**src/logic/ccm_pkg.sv**
```systemverilog
// constants shared by the configuration and mode controller
// assumes a single 20 MHz system clock
package ccm_pkg;
  localparam int CLK_HZ = 20000000;
  localparam int PAGE_W = 64;
  localparam int NUM_PAGES = 4;
  localparam int SEL_WIN_US = 350;
  // longest time: round down
  localparam int SEL_WIN_CYC = (SEL_WIN_US * (CLK_HZ / 1000000));
  localparam int SETTLE_US = 1500;
  localparam int SETTLE_CYC = (SETTLE_US * (CLK_HZ / 1000000));
  localparam int POWER_CYC_WAIT = 16;
  // boot waits out both synchroniser stages before sampling straps
  localparam logic [1:0] BOOT_WAIT = 2'h3;
  localparam logic [1:0] LOAD_TAKE = 2'h1;
  localparam logic [1:0] LOAD_DONE = 2'h2;
  localparam logic [1:0] PAGE_ZERO = 2'h0;
  localparam logic [1:0] PAGE_TOP = 2'h3;
  localparam logic MODE_I2C = 1'h0;
  localparam logic MODE_PAGE = 1'h1;
  localparam int PWR_DOWN_BIT = 1;
  localparam int RELOAD_INH_BIT = 2;
  localparam int RESAMPLE_INH_BIT = 3;
  localparam int IDLE_SEL_BIT = 4;

  typedef enum logic [5:0] {
    CCM_BOOT = 6'h01,
    CCM_LOAD = 6'h02,
    CCM_RUN = 6'h04,
    CCM_LOWPWR = 6'h08,
    CCM_EXIT = 6'h10,
    CCM_SETTLE = 6'h20
  } ccm_state_t;

  function automatic logic [1:0] ccm_page_of(input logic sel1,
                                             input logic sel0);
    return {sel1, sel0};
  endfunction
endpackage

```
**src/logic/ccm_sync2.sv**
```systemverilog
// two flip-flop synchroniser for a bus of pin levels
// assumes inputs are asynchronous to clk_sys
`timescale 1ns/1ps
`default_nettype none
module ccm_sync2 #(
  parameter int W = 4
) (
  input wire logic clk_sys,
  input wire logic sys_rst,
  input wire logic [W-1:0] async_in,
  output logic [W-1:0] sync_out
);
  logic [W-1:0] meta_reg;
  logic [W-1:0] sync_reg;
  always_ff @(posedge clk_sys) begin
    if (sys_rst) begin
      meta_reg <= '0;
      sync_reg <= '0;
    end else begin
      meta_reg <= async_in;
      sync_reg <= meta_reg;
    end
  end
  assign sync_out = sync_reg;
endmodule
`default_nettype wire

```
**src/logic/ccm_page_store.sv**
```systemverilog
// read-only fused page store, four pages of configuration bits
// contents fixed at build time; no write port exists
`timescale 1ns/1ps
`default_nettype none
module ccm_page_store #(
  parameter int W = 64,
  parameter logic [W-1:0] PAGE0 = '0,
  parameter logic [W-1:0] PAGE1 = '0,
  parameter logic [W-1:0] PAGE2 = '0,
  parameter logic [W-1:0] PAGE3 = '0
) (
  input wire logic clk_sys,
  input wire logic [1:0] page_idx,
  output logic [W-1:0] page_data
);
  logic [W-1:0] rom [0:3];
  logic [W-1:0] data_reg;
  assign rom[0] = PAGE0;
  assign rom[1] = PAGE1;
  assign rom[2] = PAGE2;
  assign rom[3] = PAGE3;
  always_ff @(posedge clk_sys) begin
    data_reg <= rom[page_idx];
  end
  assign page_data = data_reg;
endmodule
`default_nettype wire

```
**src/logic/ccm_ctrl.sv**
```systemverilog
// configuration and mode controller: strap sampling, page loads, low power
// assumes pins are asynchronous, host register writes arrive on clk_sys
`timescale 1ns/1ps
`default_nettype none
module ccm_ctrl #(
  parameter int W = ccm_pkg::PAGE_W,
  parameter int SETTLE_CYCLES = ccm_pkg::SETTLE_CYC,
  parameter int WIN_CYCLES = ccm_pkg::SEL_WIN_CYC,
  parameter logic [W-1:0] PAGE0 = '0,
  parameter logic [W-1:0] PAGE1 = '0,
  parameter logic [W-1:0] PAGE2 = '0,
  parameter logic [W-1:0] PAGE3 = '0
) (
  input wire logic clk_sys,
  input wire logic sys_rst,
  input wire logic mode_strap_pin,
  input wire logic addr_strap_pin,
  input wire logic page_select_bit0_pin,
  input wire logic page_select_bit1_pin,
  input wire logic host_wr,
  input wire logic [W-1:0] host_wdata,
  input wire logic power_down_request,
  input wire logic idle_on_outputs_off_sel,
  input wire logic page0_reload_inhibit,
  input wire logic strap_resample_inhibit,
  input wire logic outputs_disabled,
  output logic [W-1:0] active_cfg,
  output logic mode_page,
  output logic [1:0] active_page,
  output logic addr_lsb,
  output logic bus_enable,
  output logic bus_scl_in,
  output logic bus_sda_in,
  output logic low_power,
  output logic busy
);
  logic [3:0] pins_sync;
  logic strap_s, addr_s, sel0_s, sel1_s;
  logic [1:0] sel_page;
  logic [1:0] sel_prev_reg;
  logic strap_prev_reg;
  ccm_pkg::ccm_state_t state_reg, state_next;
  logic [W-1:0] cfg_reg;
  logic mode_reg;
  logic [1:0] page_reg;
  logic [1:0] load_page_reg, load_page_next;
  logic addr_reg;
  logic [W-1:0] rom_data;
  logic [$clog2(SETTLE_CYCLES+1)-1:0] cnt_reg;
  logic [$clog2(WIN_CYCLES+1)-1:0] win_reg;
  logic win_open_reg;
  logic [1:0] wait_reg;
  logic sel_changed, strap_rise, want_low, win_hit, win_expire;
  logic host_ok;

  ccm_sync2 #(.W(4)) u_sync (
    .clk_sys(clk_sys),
    .sys_rst(sys_rst),
    .async_in({mode_strap_pin, addr_strap_pin, page_select_bit1_pin,
               page_select_bit0_pin}),
    .sync_out(pins_sync)
  );

  ccm_page_store #(.W(W), .PAGE0(PAGE0), .PAGE1(PAGE1), .PAGE2(PAGE2),
                   .PAGE3(PAGE3)) u_store (
    .clk_sys(clk_sys),
    .page_idx(load_page_reg),
    .page_data(rom_data)
  );

  assign strap_s = pins_sync[3];
  assign addr_s = pins_sync[2];
  assign sel1_s = pins_sync[1];
  assign sel0_s = pins_sync[0];
  assign sel_page = ccm_pkg::ccm_page_of(sel1_s, sel0_s);
  assign sel_changed = (sel_page != sel_prev_reg);
  assign strap_rise = strap_s & ~strap_prev_reg;
  // low power by request or idle with outputs off
  assign want_low = power_down_request |
                    (~idle_on_outputs_off_sel & outputs_disabled);
  assign win_hit = win_open_reg & strap_rise;
  assign win_expire = win_open_reg && (win_reg == '0);
  // host writes land only in bus mode and only in the run or low-power state
  assign host_ok = host_wr && (mode_reg == ccm_pkg::MODE_I2C) &&
                   ((state_reg == ccm_pkg::CCM_RUN) ||
                    (state_reg == ccm_pkg::CCM_LOWPWR));

  always_comb begin
    state_next = state_reg;
    load_page_next = load_page_reg;
    case (state_reg)
      ccm_pkg::CCM_BOOT: begin
        // strap decides which page seeds the registers
        if (wait_reg == ccm_pkg::BOOT_WAIT) begin
          state_next = ccm_pkg::CCM_LOAD;
          load_page_next = strap_s ? sel_page : ccm_pkg::PAGE_ZERO;
        end
      end
      ccm_pkg::CCM_LOAD: begin
        if (wait_reg == ccm_pkg::LOAD_DONE) begin
          state_next = ccm_pkg::CCM_RUN;
        end
      end
      ccm_pkg::CCM_RUN: begin
        if (win_hit) begin
          state_next = ccm_pkg::CCM_SETTLE;
          load_page_next = sel_page;
        end else if (want_low) begin
          state_next = ccm_pkg::CCM_LOWPWR;
        end
      end
      ccm_pkg::CCM_LOWPWR: begin
        if (!want_low) begin
          state_next = ccm_pkg::CCM_EXIT;
        end
      end
      ccm_pkg::CCM_EXIT: begin
        if (!strap_resample_inhibit && strap_s) begin
          state_next = ccm_pkg::CCM_LOAD;
          load_page_next = sel_page;
        end else if (!page0_reload_inhibit) begin
          state_next = ccm_pkg::CCM_LOAD;
          load_page_next = ccm_pkg::PAGE_ZERO;
        end else begin
          state_next = ccm_pkg::CCM_RUN;
        end
      end
      ccm_pkg::CCM_SETTLE: begin
        if (cnt_reg == '0) begin
          state_next = ccm_pkg::CCM_LOAD;
        end
      end
      default: begin
        state_next = ccm_pkg::CCM_BOOT;
      end
    endcase
  end

  always_ff @(posedge clk_sys) begin
    if (sys_rst) begin
      state_reg <= ccm_pkg::CCM_BOOT;
      load_page_reg <= ccm_pkg::PAGE_ZERO;
      wait_reg <= 2'h0;
    end else begin
      state_reg <= state_next;
      load_page_reg <= load_page_next;
      wait_reg <= (state_next != state_reg) ? 2'h0 : wait_reg + 2'h1;
    end
  end

  // mode and straps: sampled at power-up and at a resampling exit
  always_ff @(posedge clk_sys) begin
    if (sys_rst) begin
      mode_reg <= ccm_pkg::MODE_I2C;
      addr_reg <= 1'h0;
    end else if ((state_reg == ccm_pkg::CCM_BOOT) &&
                 (wait_reg == ccm_pkg::BOOT_WAIT)) begin
      mode_reg <= strap_s;
      addr_reg <= addr_s;
    end else if ((state_reg == ccm_pkg::CCM_EXIT) &&
                 !strap_resample_inhibit) begin
      mode_reg <= strap_s;
      addr_reg <= addr_s;
    end else if (win_hit && (state_reg == ccm_pkg::CCM_RUN)) begin
      mode_reg <= ccm_pkg::MODE_PAGE;
    end else if (win_expire && (state_reg == ccm_pkg::CCM_RUN)) begin
      mode_reg <= ccm_pkg::MODE_I2C; // window missed
    end
  end

  // active registers: page load or host write
  always_ff @(posedge clk_sys) begin
    if (sys_rst) begin
      cfg_reg <= '0;
      page_reg <= ccm_pkg::PAGE_ZERO;
    end else if ((state_reg == ccm_pkg::CCM_LOAD) &&
                 (wait_reg == ccm_pkg::LOAD_TAKE)) begin
      cfg_reg <= rom_data;
      page_reg <= load_page_reg;
    end else if (host_ok) begin
      cfg_reg <= host_wdata;
    end
  end

  // select-change window and settle counter
  always_ff @(posedge clk_sys) begin
    if (sys_rst) begin
      sel_prev_reg <= ccm_pkg::PAGE_ZERO;
      strap_prev_reg <= 1'h0;
      win_open_reg <= 1'h0;
      win_reg <= '0;
      cnt_reg <= '0;
    end else begin
      sel_prev_reg <= sel_page;
      strap_prev_reg <= strap_s;
      if (state_reg != ccm_pkg::CCM_RUN || win_hit || win_expire) begin
        win_open_reg <= 1'h0;
      end else if (sel_changed && !win_open_reg &&
                   mode_reg == ccm_pkg::MODE_PAGE) begin
        // first select change opens the window
        win_open_reg <= 1'h1;
        win_reg <= WIN_CYCLES[$bits(win_reg)-1:0] - 1'b1;
      end else if (win_open_reg) begin
        win_reg <= win_reg - 1'b1;
      end
      if (state_next == ccm_pkg::CCM_SETTLE &&
          state_reg != ccm_pkg::CCM_SETTLE) begin
        cnt_reg <= SETTLE_CYCLES[$bits(cnt_reg)-1:0] - 1'b1;
      end else if (cnt_reg != '0) begin
        cnt_reg <= cnt_reg - 1'b1;
      end
    end
  end

  assign active_cfg = cfg_reg;
  assign mode_page = mode_reg;
  assign active_page = page_reg;
  assign addr_lsb = addr_reg;
  // bus lines only routed in bus mode
  assign bus_enable = (mode_reg == ccm_pkg::MODE_I2C);
  assign bus_scl_in = bus_enable ? sel0_s : 1'h1;
  assign bus_sda_in = bus_enable ? sel1_s : 1'h1;
  assign low_power = (state_reg == ccm_pkg::CCM_LOWPWR) ||
                     (state_reg == ccm_pkg::CCM_SETTLE);
  assign busy = (state_reg != ccm_pkg::CCM_RUN) &&
                (state_reg != ccm_pkg::CCM_LOWPWR);

  property p_load_page0;
    @(posedge clk_sys) disable iff (sys_rst)
      (state_reg == ccm_pkg::CCM_EXIT && strap_resample_inhibit &&
       !page0_reload_inhibit) |=> (load_page_reg == ccm_pkg::PAGE_ZERO);
  endproperty
  a_load_page0: assert property (p_load_page0)
    else $error("page 0 not chosen on exit");

  property p_keep;
    @(posedge clk_sys) disable iff (sys_rst)
      (state_reg == ccm_pkg::CCM_EXIT && strap_resample_inhibit &&
       page0_reload_inhibit) |=> (state_reg == ccm_pkg::CCM_RUN) &&
       $stable(cfg_reg);
  endproperty
  a_keep: assert property (p_keep)
    else $error("registers changed with both inhibits");

  property p_lowpwr;
    @(posedge clk_sys) disable iff (sys_rst)
      (state_reg == ccm_pkg::CCM_RUN && power_down_request && !win_hit)
      |=> low_power;
  endproperty
  a_lowpwr: assert property (p_lowpwr)
    else $error("power-down not entered");

  property p_idle;
    @(posedge clk_sys) disable iff (sys_rst)
      (state_reg == ccm_pkg::CCM_RUN && !idle_on_outputs_off_sel &&
       outputs_disabled && !win_hit) |=> low_power;
  endproperty
  a_idle: assert property (p_idle)
    else $error("idle low power not entered");

  property p_bus;
    @(posedge clk_sys) disable iff (sys_rst)
      (mode_reg == ccm_pkg::MODE_PAGE) |-> !bus_enable && bus_scl_in;
  endproperty
  a_bus: assert property (p_bus)
    else $error("bus active in page mode");

  property p_bus_win;
    @(posedge clk_sys) disable iff (sys_rst)
      (mode_reg == ccm_pkg::MODE_I2C) |-> !win_open_reg;
  endproperty
  a_bus_win: assert property (p_bus_win)
    else $error("page window open in bus mode");

  property p_resample;
    @(posedge clk_sys) disable iff (sys_rst)
      (state_reg == ccm_pkg::CCM_EXIT && !strap_resample_inhibit &&
       strap_s) |=> mode_page ##2 (active_page == $past(load_page_reg, 1));
  endproperty
  a_resample: assert property (p_resample)
    else $error("resample to page mode failed");

  property p_boot;
    @(posedge clk_sys) disable iff (sys_rst)
      (state_reg == ccm_pkg::CCM_BOOT && wait_reg == ccm_pkg::BOOT_WAIT &&
       !strap_s) |=> (mode_page == ccm_pkg::MODE_I2C) ##3
      (active_page == ccm_pkg::PAGE_ZERO && active_cfg == PAGE0);
  endproperty
  a_boot: assert property (p_boot)
    else $error("bus mode boot not from page 0");

  property p_inh_mode;
    @(posedge clk_sys) disable iff (sys_rst)
      (state_reg == ccm_pkg::CCM_EXIT && strap_resample_inhibit)
      |=> $stable(mode_reg);
  endproperty
  a_inh_mode: assert property (p_inh_mode)
    else $error("mode changed with resample inhibited");
endmodule
`default_nettype wire

```
**config.mk**
```make
export PLATFORM = sky130hd
export DESIGN_NAME = ccm_ctrl
export DESIGN_NICKNAME = d
export VERILOG_FILES = /design/src/logic/ccm_pkg.sv /design/src/logic/ccm_sync2.sv /design/src/logic/ccm_page_store.sv /design/src/logic/ccm_ctrl.sv
export SDC_FILE = /design/constraint.sdc
export NUM_CORES = 1
export LEC_CHECK = 0
export BUFFER_PORTS_ARGS = -buffer_cell sky130_fd_sc_hd__buf_2
export CORE_UTILIZATION = 55
export CTS_CLUSTER_SIZE = 28
export DETAILED_ROUTE_END_ITERATION = 8
export PLACE_DENSITY = 0.81
export SLEW_MARGIN = 20
export SYNTH_ARGS = -nofsm -noshare
export SYNTH_HDL_FRONTEND = slang
export SYNTH_SLANG_ARGS = --single-unit
```
**constraint.sdc**
```tcl
create_clock -name clk_sys -period 3.7 [get_ports clk_sys]
set_input_delay 0.185 -clock clk_sys [delete_from_list [all_inputs] [get_ports clk_sys]]
set_output_delay 0.185 -clock clk_sys [all_outputs]
set_load 0.02 [all_outputs]
```
==> results of run 1 <==
## area by class of cell
class | instances | area [sq um] | share of cell area (%)
multi-input combinational | 424 | 2430 | 34.4
sequential | 118 | 2360 | 33.4
timing repair buffer | 221 | 1470 | 20.9
clock buffer | 19 | 442 | 6.25
clock inverter | 12 | 175 | 2.48
tap | 108 | 135 | 1.91
inverter | 12 | 45.0 | 0.638
## worst reg2reg max path, stage by stage, from the launching register on
cell,delay (ns)
dfxtp_1,0.37
or4_4,0.63
or2_2,0.37
a21boi_4,0.12
buf_4,0.55
nand2_1,0.19
a21oi_1,0.21
## path summary, 6_finish.rpt
path                   endpoint  cells after the start  slack, ns                     from
max                        busy                      4       1.15             state_reg[1]
min                state_reg[4]                      3       0.06  idle_on_outputs_off_sel
max reg2reg      active_cfg[22]                      6       1.16             state_reg[1]
min reg2reg  u_sync.sync_out[2]                      1       0.43       u_sync.meta_reg[2]
## power by group through the flow
stage	Sequential [mW]	Clock [mW]	Combinational, mW
final	1.43	1.71	0.698
after detailed placement	1.45	0	0.601
after global routing	1.44	1.77	0.760
after CTS	1.43	1.71	0.675
after global placement	1.44	0	0.586
after floorplan	1.43	0	0.487
## cells in the mapped netlist (2+ instances only)
| cell type | instances | area, sq um |
|---|---|---|
| nand4_1 | 3 | 18.8 |
| ha_1 | 6 | 75.1 |
| nand3_1 | 51 | 255 |
| mux2i_1 | 7 | 70.1 |
| buf_1 | 3 | 11.3 |
| nor4b_1 | 2 | 17.5 |
| nor3_1 | 14 | 70.1 |
| nand4b_1 | 2 | 17.5 |
| nand2_1 | 96 | 360 |
| xnor2_1 | 9 | 78.8 |
| or4_1 | 10 | 75.1 |
| o21bai_1 | 2 | 15.0 |
| buf_6 | 2 | 22.5 |
| o31ai_1 | 3 | 22.5 |
| dfxtp_1 | 118 | 2360 |
| o211a_1 | 2 | 20.0 |
| nor2_1 | 28 | 105 |
| or2_2 | 7 | 43.8 |
| inv_1 | 12 | 45.0 |
| nand2b_1 | 11 | 68.8 |
| o2111ai_1 | 2 | 17.5 |
| o21ai_0 | 11 | 55.1 |
| a31oi_1 | 5 | 31.3 |
| clkbuf_1 | 29 | 109 |
| a21boi_0 | 2 | 15.0 |
| buf_2 | 8 | 40.0 |
| xor2_1 | 9 | 78.8 |
| or3_1 | 4 | 25.0 |
| nor4_1 | 10 | 62.6 |
| o211ai_1 | 2 | 15.0 |
| a21oi_1 | 82 | 410 |
| nor2b_1 | 17 | 106 |
| a211oi_1 | 2 | 15.0 |
## logic make-up after synthesis
| kind of cell | count (synthesis) | share of synthesized area (%) |
|---|---|---|
| flip-flops | 118 | 47.3 |
| AND/OR/NAND/NOR | 265 | 26.6 |
| adder cells (fa/ha/maj) | 6 | 1.50 |
| AO/OA/AOI/OAI | 127 | 15.2 |
| buffers and inverters | 55 | 4.66 |
| XOR/XNOR | 18 | 3.15 |
| multiplexers | 8 | 1.63 |
## metal layers
metal	GRT usage, %	part of all wire (%)	vias to the layer above
met4	19.9	4.6	0
met5	0	0	-
met1	35.7	37	2509
met2	61.2	52	263
li1	-	-	2474
met3	7.55	6.0	64
## stage by stage
step                      power, mW  area (sq um)
after floorplan                1.92          5000
after global routing           3.97          7060
final                          3.84          7060
after CTS                      3.81          7060
after global placement         2.03          5760
after detailed placement       2.05          5760
==> flow_summary.ini, run 1 <==
[route]
dr.pass1.iters = 6
ant_nets = 0
wl_microns = 16100
viasPerCell = 5.81
drt_iter0_markers = 402
drc = 0
wl_per_cell_microns = 17.6
vias = 5310

[power_and_ir_drop]
p_sw_share_pct = 27.4
irDropWorstVdd_v = 0.000365
p_sw_mw = 1.05
seqPwrFrac_pct = 37.3
power_frac_comb_pct = 18.1
p_int_mw = 2.79
power.clock.fraction_pct = 44.6
p_leak_nw = 2.95
p_per_area_nw_per_um2 = 544

[clock_network]
cts_resized = 0
cts-hold-fix-buffers = 69
cts-buffers-inserted = 17
cts_tree = yes
post_cts_buffers = 0
cts_max_level = 4
clkTransAtPathRegs_ns = 0.05
clock-sinks = 118
cts-root-buf = clkbuf_8
cts_max_path_buffers = 2
clk_latency_ns = 0.52

[global_route]
grt_pass1_wl_microns = 25400
grt_pass1_vias = 5317
grt_util_all_layers_pct = 33.7
grt-ovfl-total = 0
antenna_found_initial = 0
grt_max_degree = 65

[timing]
relSlewSlack_pct = 48.4
setup_slack_ns = 1.15
rsz0062_at_grt = false
setup_tns_ns = 0
final.min_clock_period_ns = 2.55
fmax_mhz = 393
hold_viol_final = 0
finalSetupViolCount = 0
worstMarginPinSlew_ns = 0.764
finalMaxSlewViolations = 0
skew_ns = 0.0183
whs_ns = 0.0574
period_share_pct = 68.8

[synthesis]
async_flop_share_pct = 0
syn_area_sq_um = 5000
yosys_warnings = 0
syn_area_per_cell_sq_um = 8.37
ys_seq_area_share_pct = 47.3
synthCells = 597
syn-num-nets = 679
synth_seq_cells = 118
synth_edf_count = 0
synthFlopType = dfxtp_1
ys_types = 59

[worst_setup_path]
critPathBufInv = 1
path_max_fanout = 9
path_delay_family = simple AND/OR/NAND/NOR gates
required_ns = 3.51
cp_slowest_stage_delay_ns = 0.63
start_kind = register
end_kind = output port
worstSetupPathType = register to output port
crit_top_cell = nor2_1
cp_data_arrival_time_ns = 2.36
critPathSlowestCell = or4_4
crit_chain = or4_4 -> nor2_1 -> nor2_1 -> buf_2

[layout]
final_common_cell = buf_2
fill_cells = 495
layout-drive-gt1-share_pct = 25.4
utilization_pct = 80.6
final_cell_mix = 148 x buf_2, 118 x dfxtp_1, 96 x nand2_1, 82 x a21oi_1, 69 x dlygate4sd3_1
largest_reg_flops = 64
nets = 876
syn_to_final_growth_pct = 41.3
final_cell_count_no_fill = 914
antenna_cells = 0

[place]
dp_cells = 814
pre_cts_slack_ns = 1.27
place_congestion = 0.845
hpwlAfterDp_microns = 8360
numPortBuffers = 148

[floorplan]
core-area_sq_um = 8760
num_rows = 34
die_area_sq_um = 9470
die_h_microns = 97.3
ioPinCount = 149
start_util_pct = 57.0
die_w_microns = 97.3

[run]
cap_violations = 0

[worst_hold_path]
min_path_type = input pin to register

[run_status]
status = completed
No activity file was read; power rests on OpenSTA's default activity.
==> inputs of run 2 (changes only) <==
Settings changed: CORE_UTILIZATION 55 to 46, PLACE_DENSITY 0.81 to 0.72.
Clock period 3.7 ns to 2.3 ns, I/O delays scaled along.
==> run 2 against run 1 <==
Against the previous run: setup slack lost 1.0 ns; worst hold slack lost 0.0072 ns; via count grew 0.64%; total power grew 57%; critical path depth grew 2; global-route usage shrank 6.0 points; sequential power grew 59%; clock power grew 43%; non-clock buffer count grew 29; clock skew shrank 0.0088 ns; sequential share of layout area shrank 1.1 points; combinational power grew 86%.
==> flow_summary.ini, run 2 (synthesis results as in run 1) <==
[floorplan]
start_util_pct = 48.0
core-area_sq_um = 10400
die_area_sq_um = 11300
num_rows = 37
die_h_microns = 106
ioPinCount = 149
die_w_microns = 106

[run_status]
status = completed

[worst_setup_path]
r2r_cells = 6
crit_chain = or4_4 -> or2_2 -> a21boi_4 -> buf_12 -> nand2_1 -> a21oi_1
critPathLaunch = state_reg[3]
required_ns = 2.74
r2r_slack_ns = 0.11
cp_slowest_stage_delay_ns = 0.60
path_max_fanout = 64
critPathBufInv = 1
cp_data_arrival_time_ns = 2.63
timing.rr.start = state_reg[3]
critPathSlowestCell = or4_4
end_kind = register
start_kind = register
path_delay_family = simple AND/OR/NAND/NOR gates
regToRegEndpoint = active_cfg[16]
worstSetupPathType = register to register

[layout]
largest_reg_flops = 64
nets = 906
syn_to_final_growth_pct = 46.2
final_cell_mix = 148 x buf_2, 118 x dfxtp_1, 96 x nand2_1, 82 x a21oi_1, 71 x dlygate4sd3_1
fin_area_sq_um = 7310
layout-drive-gt1-share_pct = 28.4
final_common_cell = buf_2
utilization_pct = 70.2

[timing]
setup_slack_ns = 0.109
finalSetupViolCount = 0
whs_ns = 0.0502
period_share_pct = 95.3
worstMarginPinSlew_ns = 0.722
hold_viol_final = 0
finalMaxSlewViolations = 0
skew_ns = 0.00954
rsz0062_at_grt = true
final.min_clock_period_ns = 2.19
fmax_mhz = 456
relSlewSlack_pct = 51.9

[place]
pre_cts_slack_ns = -0.0309
numPortBuffers = 148
place_congestion = 0.824
post_dp_cell_area_sq_um = 6010
hpwlAfterDp_microns = 9240

[global_route]
grt-ovfl-total = 0
grt_max_degree = 65
grt_pass1_wl_microns = 24700
antenna_found_initial = 1
grt_util_all_layers_pct = 27.7
grt_pass1_vias = 5288

[route]
dr.pass1.iters = 5
wl_per_cell_microns = 15.7
ant_nets = 0
top_layer = met4
wl_microns = 15300
met3_wirelength_microns = 831
drc = 0
wl_met2_microns = 7940
vias = 5344
drt_iter0_markers = 365
viasPerCell = 5.49
m1WireLength_microns = 5960

[clock_network]
cts_max_path_buffers = 2
clkTransAtPathRegs_ns = 0.06
clock-sinks = 118
cts-buffers-inserted = 17
cts-root-buf = clkbuf_8
cts_max_level = 4
clk_latency_ns = 0.52
cts_tree = yes

[worst_hold_path]
min_from = idle_on_outputs_off_sel
whs_endpoint = state_reg[2]
min_path_type = input pin to register
hold-path-cell-count = 5

[power_and_ir_drop]
p_per_area_nw_per_um2 = 825
irDropWorstVdd_v = 0.000455
p_leak_nw = 3.08

[run]
cap_violations = 0
run 2: cell types whose count changed in the layout (fill, tap and decap cells not counted), sizes merged, moves of 2 or more:
| cell | before | now |
|---|---|---|
| buf | 152 | 179 |
| bufinv | 4 | 1 |
| clkinv | 4 | 7 |
| inv | 13 | 16 |
| dlygate4sd3 | 69 | 71 |
run 2: stage by stage:
step	power, mW	setup TNS, ns	cells
after floorplan	3.08	0	597
after global placement	3.38	0	869
after detailed placement	3.44	-0.0504	869
after CTS	5.96	-0.00226	972
after global routing	6.31	0	974
final	6.03	0	974
run 2: routing by layer:
layer	global-route usage, %	vias to the layer above
met1	30.4	2527
li1	-	2542
met3	7.54	61
met2	49.1	214
met5	0	-
met4	13.7	0
run 2: final cells by class:
type,count,area [sq um]
diodes,1,2.50
clock buffers,18,418
clock inverters,14,126
fillers,757,3110
inverters,12,45.0
multi-input cells,425,2470
flip-flops and latches,118,2360
well taps,136,170
repair buffers,250,1710
run 2: repair_timing:
action,in CTS,in global routing
buffers inserted,0,0
setup endpoints to repair,5,13
hold endpoints to repair,71,0
gates resized for setup,4,6
gates cloned,0,1
pin swaps,0,2
hold buffers,71,0
run 2: worst max-delay path by stage:
stage                          end  slack [ns]  cells after the start
global route           cnt_reg[12]       0.004                      7
CTS                      low_power      -0.002                      5
global placement       cnt_reg[13]        0.08                      7
finish              active_cfg[16]        0.11                      6
floorplan              win_reg[11]        0.08                      7
detailed placement     cnt_reg[13]       -0.03                      7
run 2: worst reg2reg max path, cell delays in order (launching register included):
cell      delay, ns
dfxtp_1        0.35
or4_4          0.60
or2_2          0.37
a21boi_4       0.17
buf_12         0.27
nand2_1        0.17
a21oi_1        0.17
run 2: power breakdown:
group          internal, mW  switching (mW)  total (mW)
Combinational         0.648           0.656        1.30
Clock                  1.44            1.00        2.44
Sequential             2.17           0.111        2.28
Total                  4.26            1.77        6.03
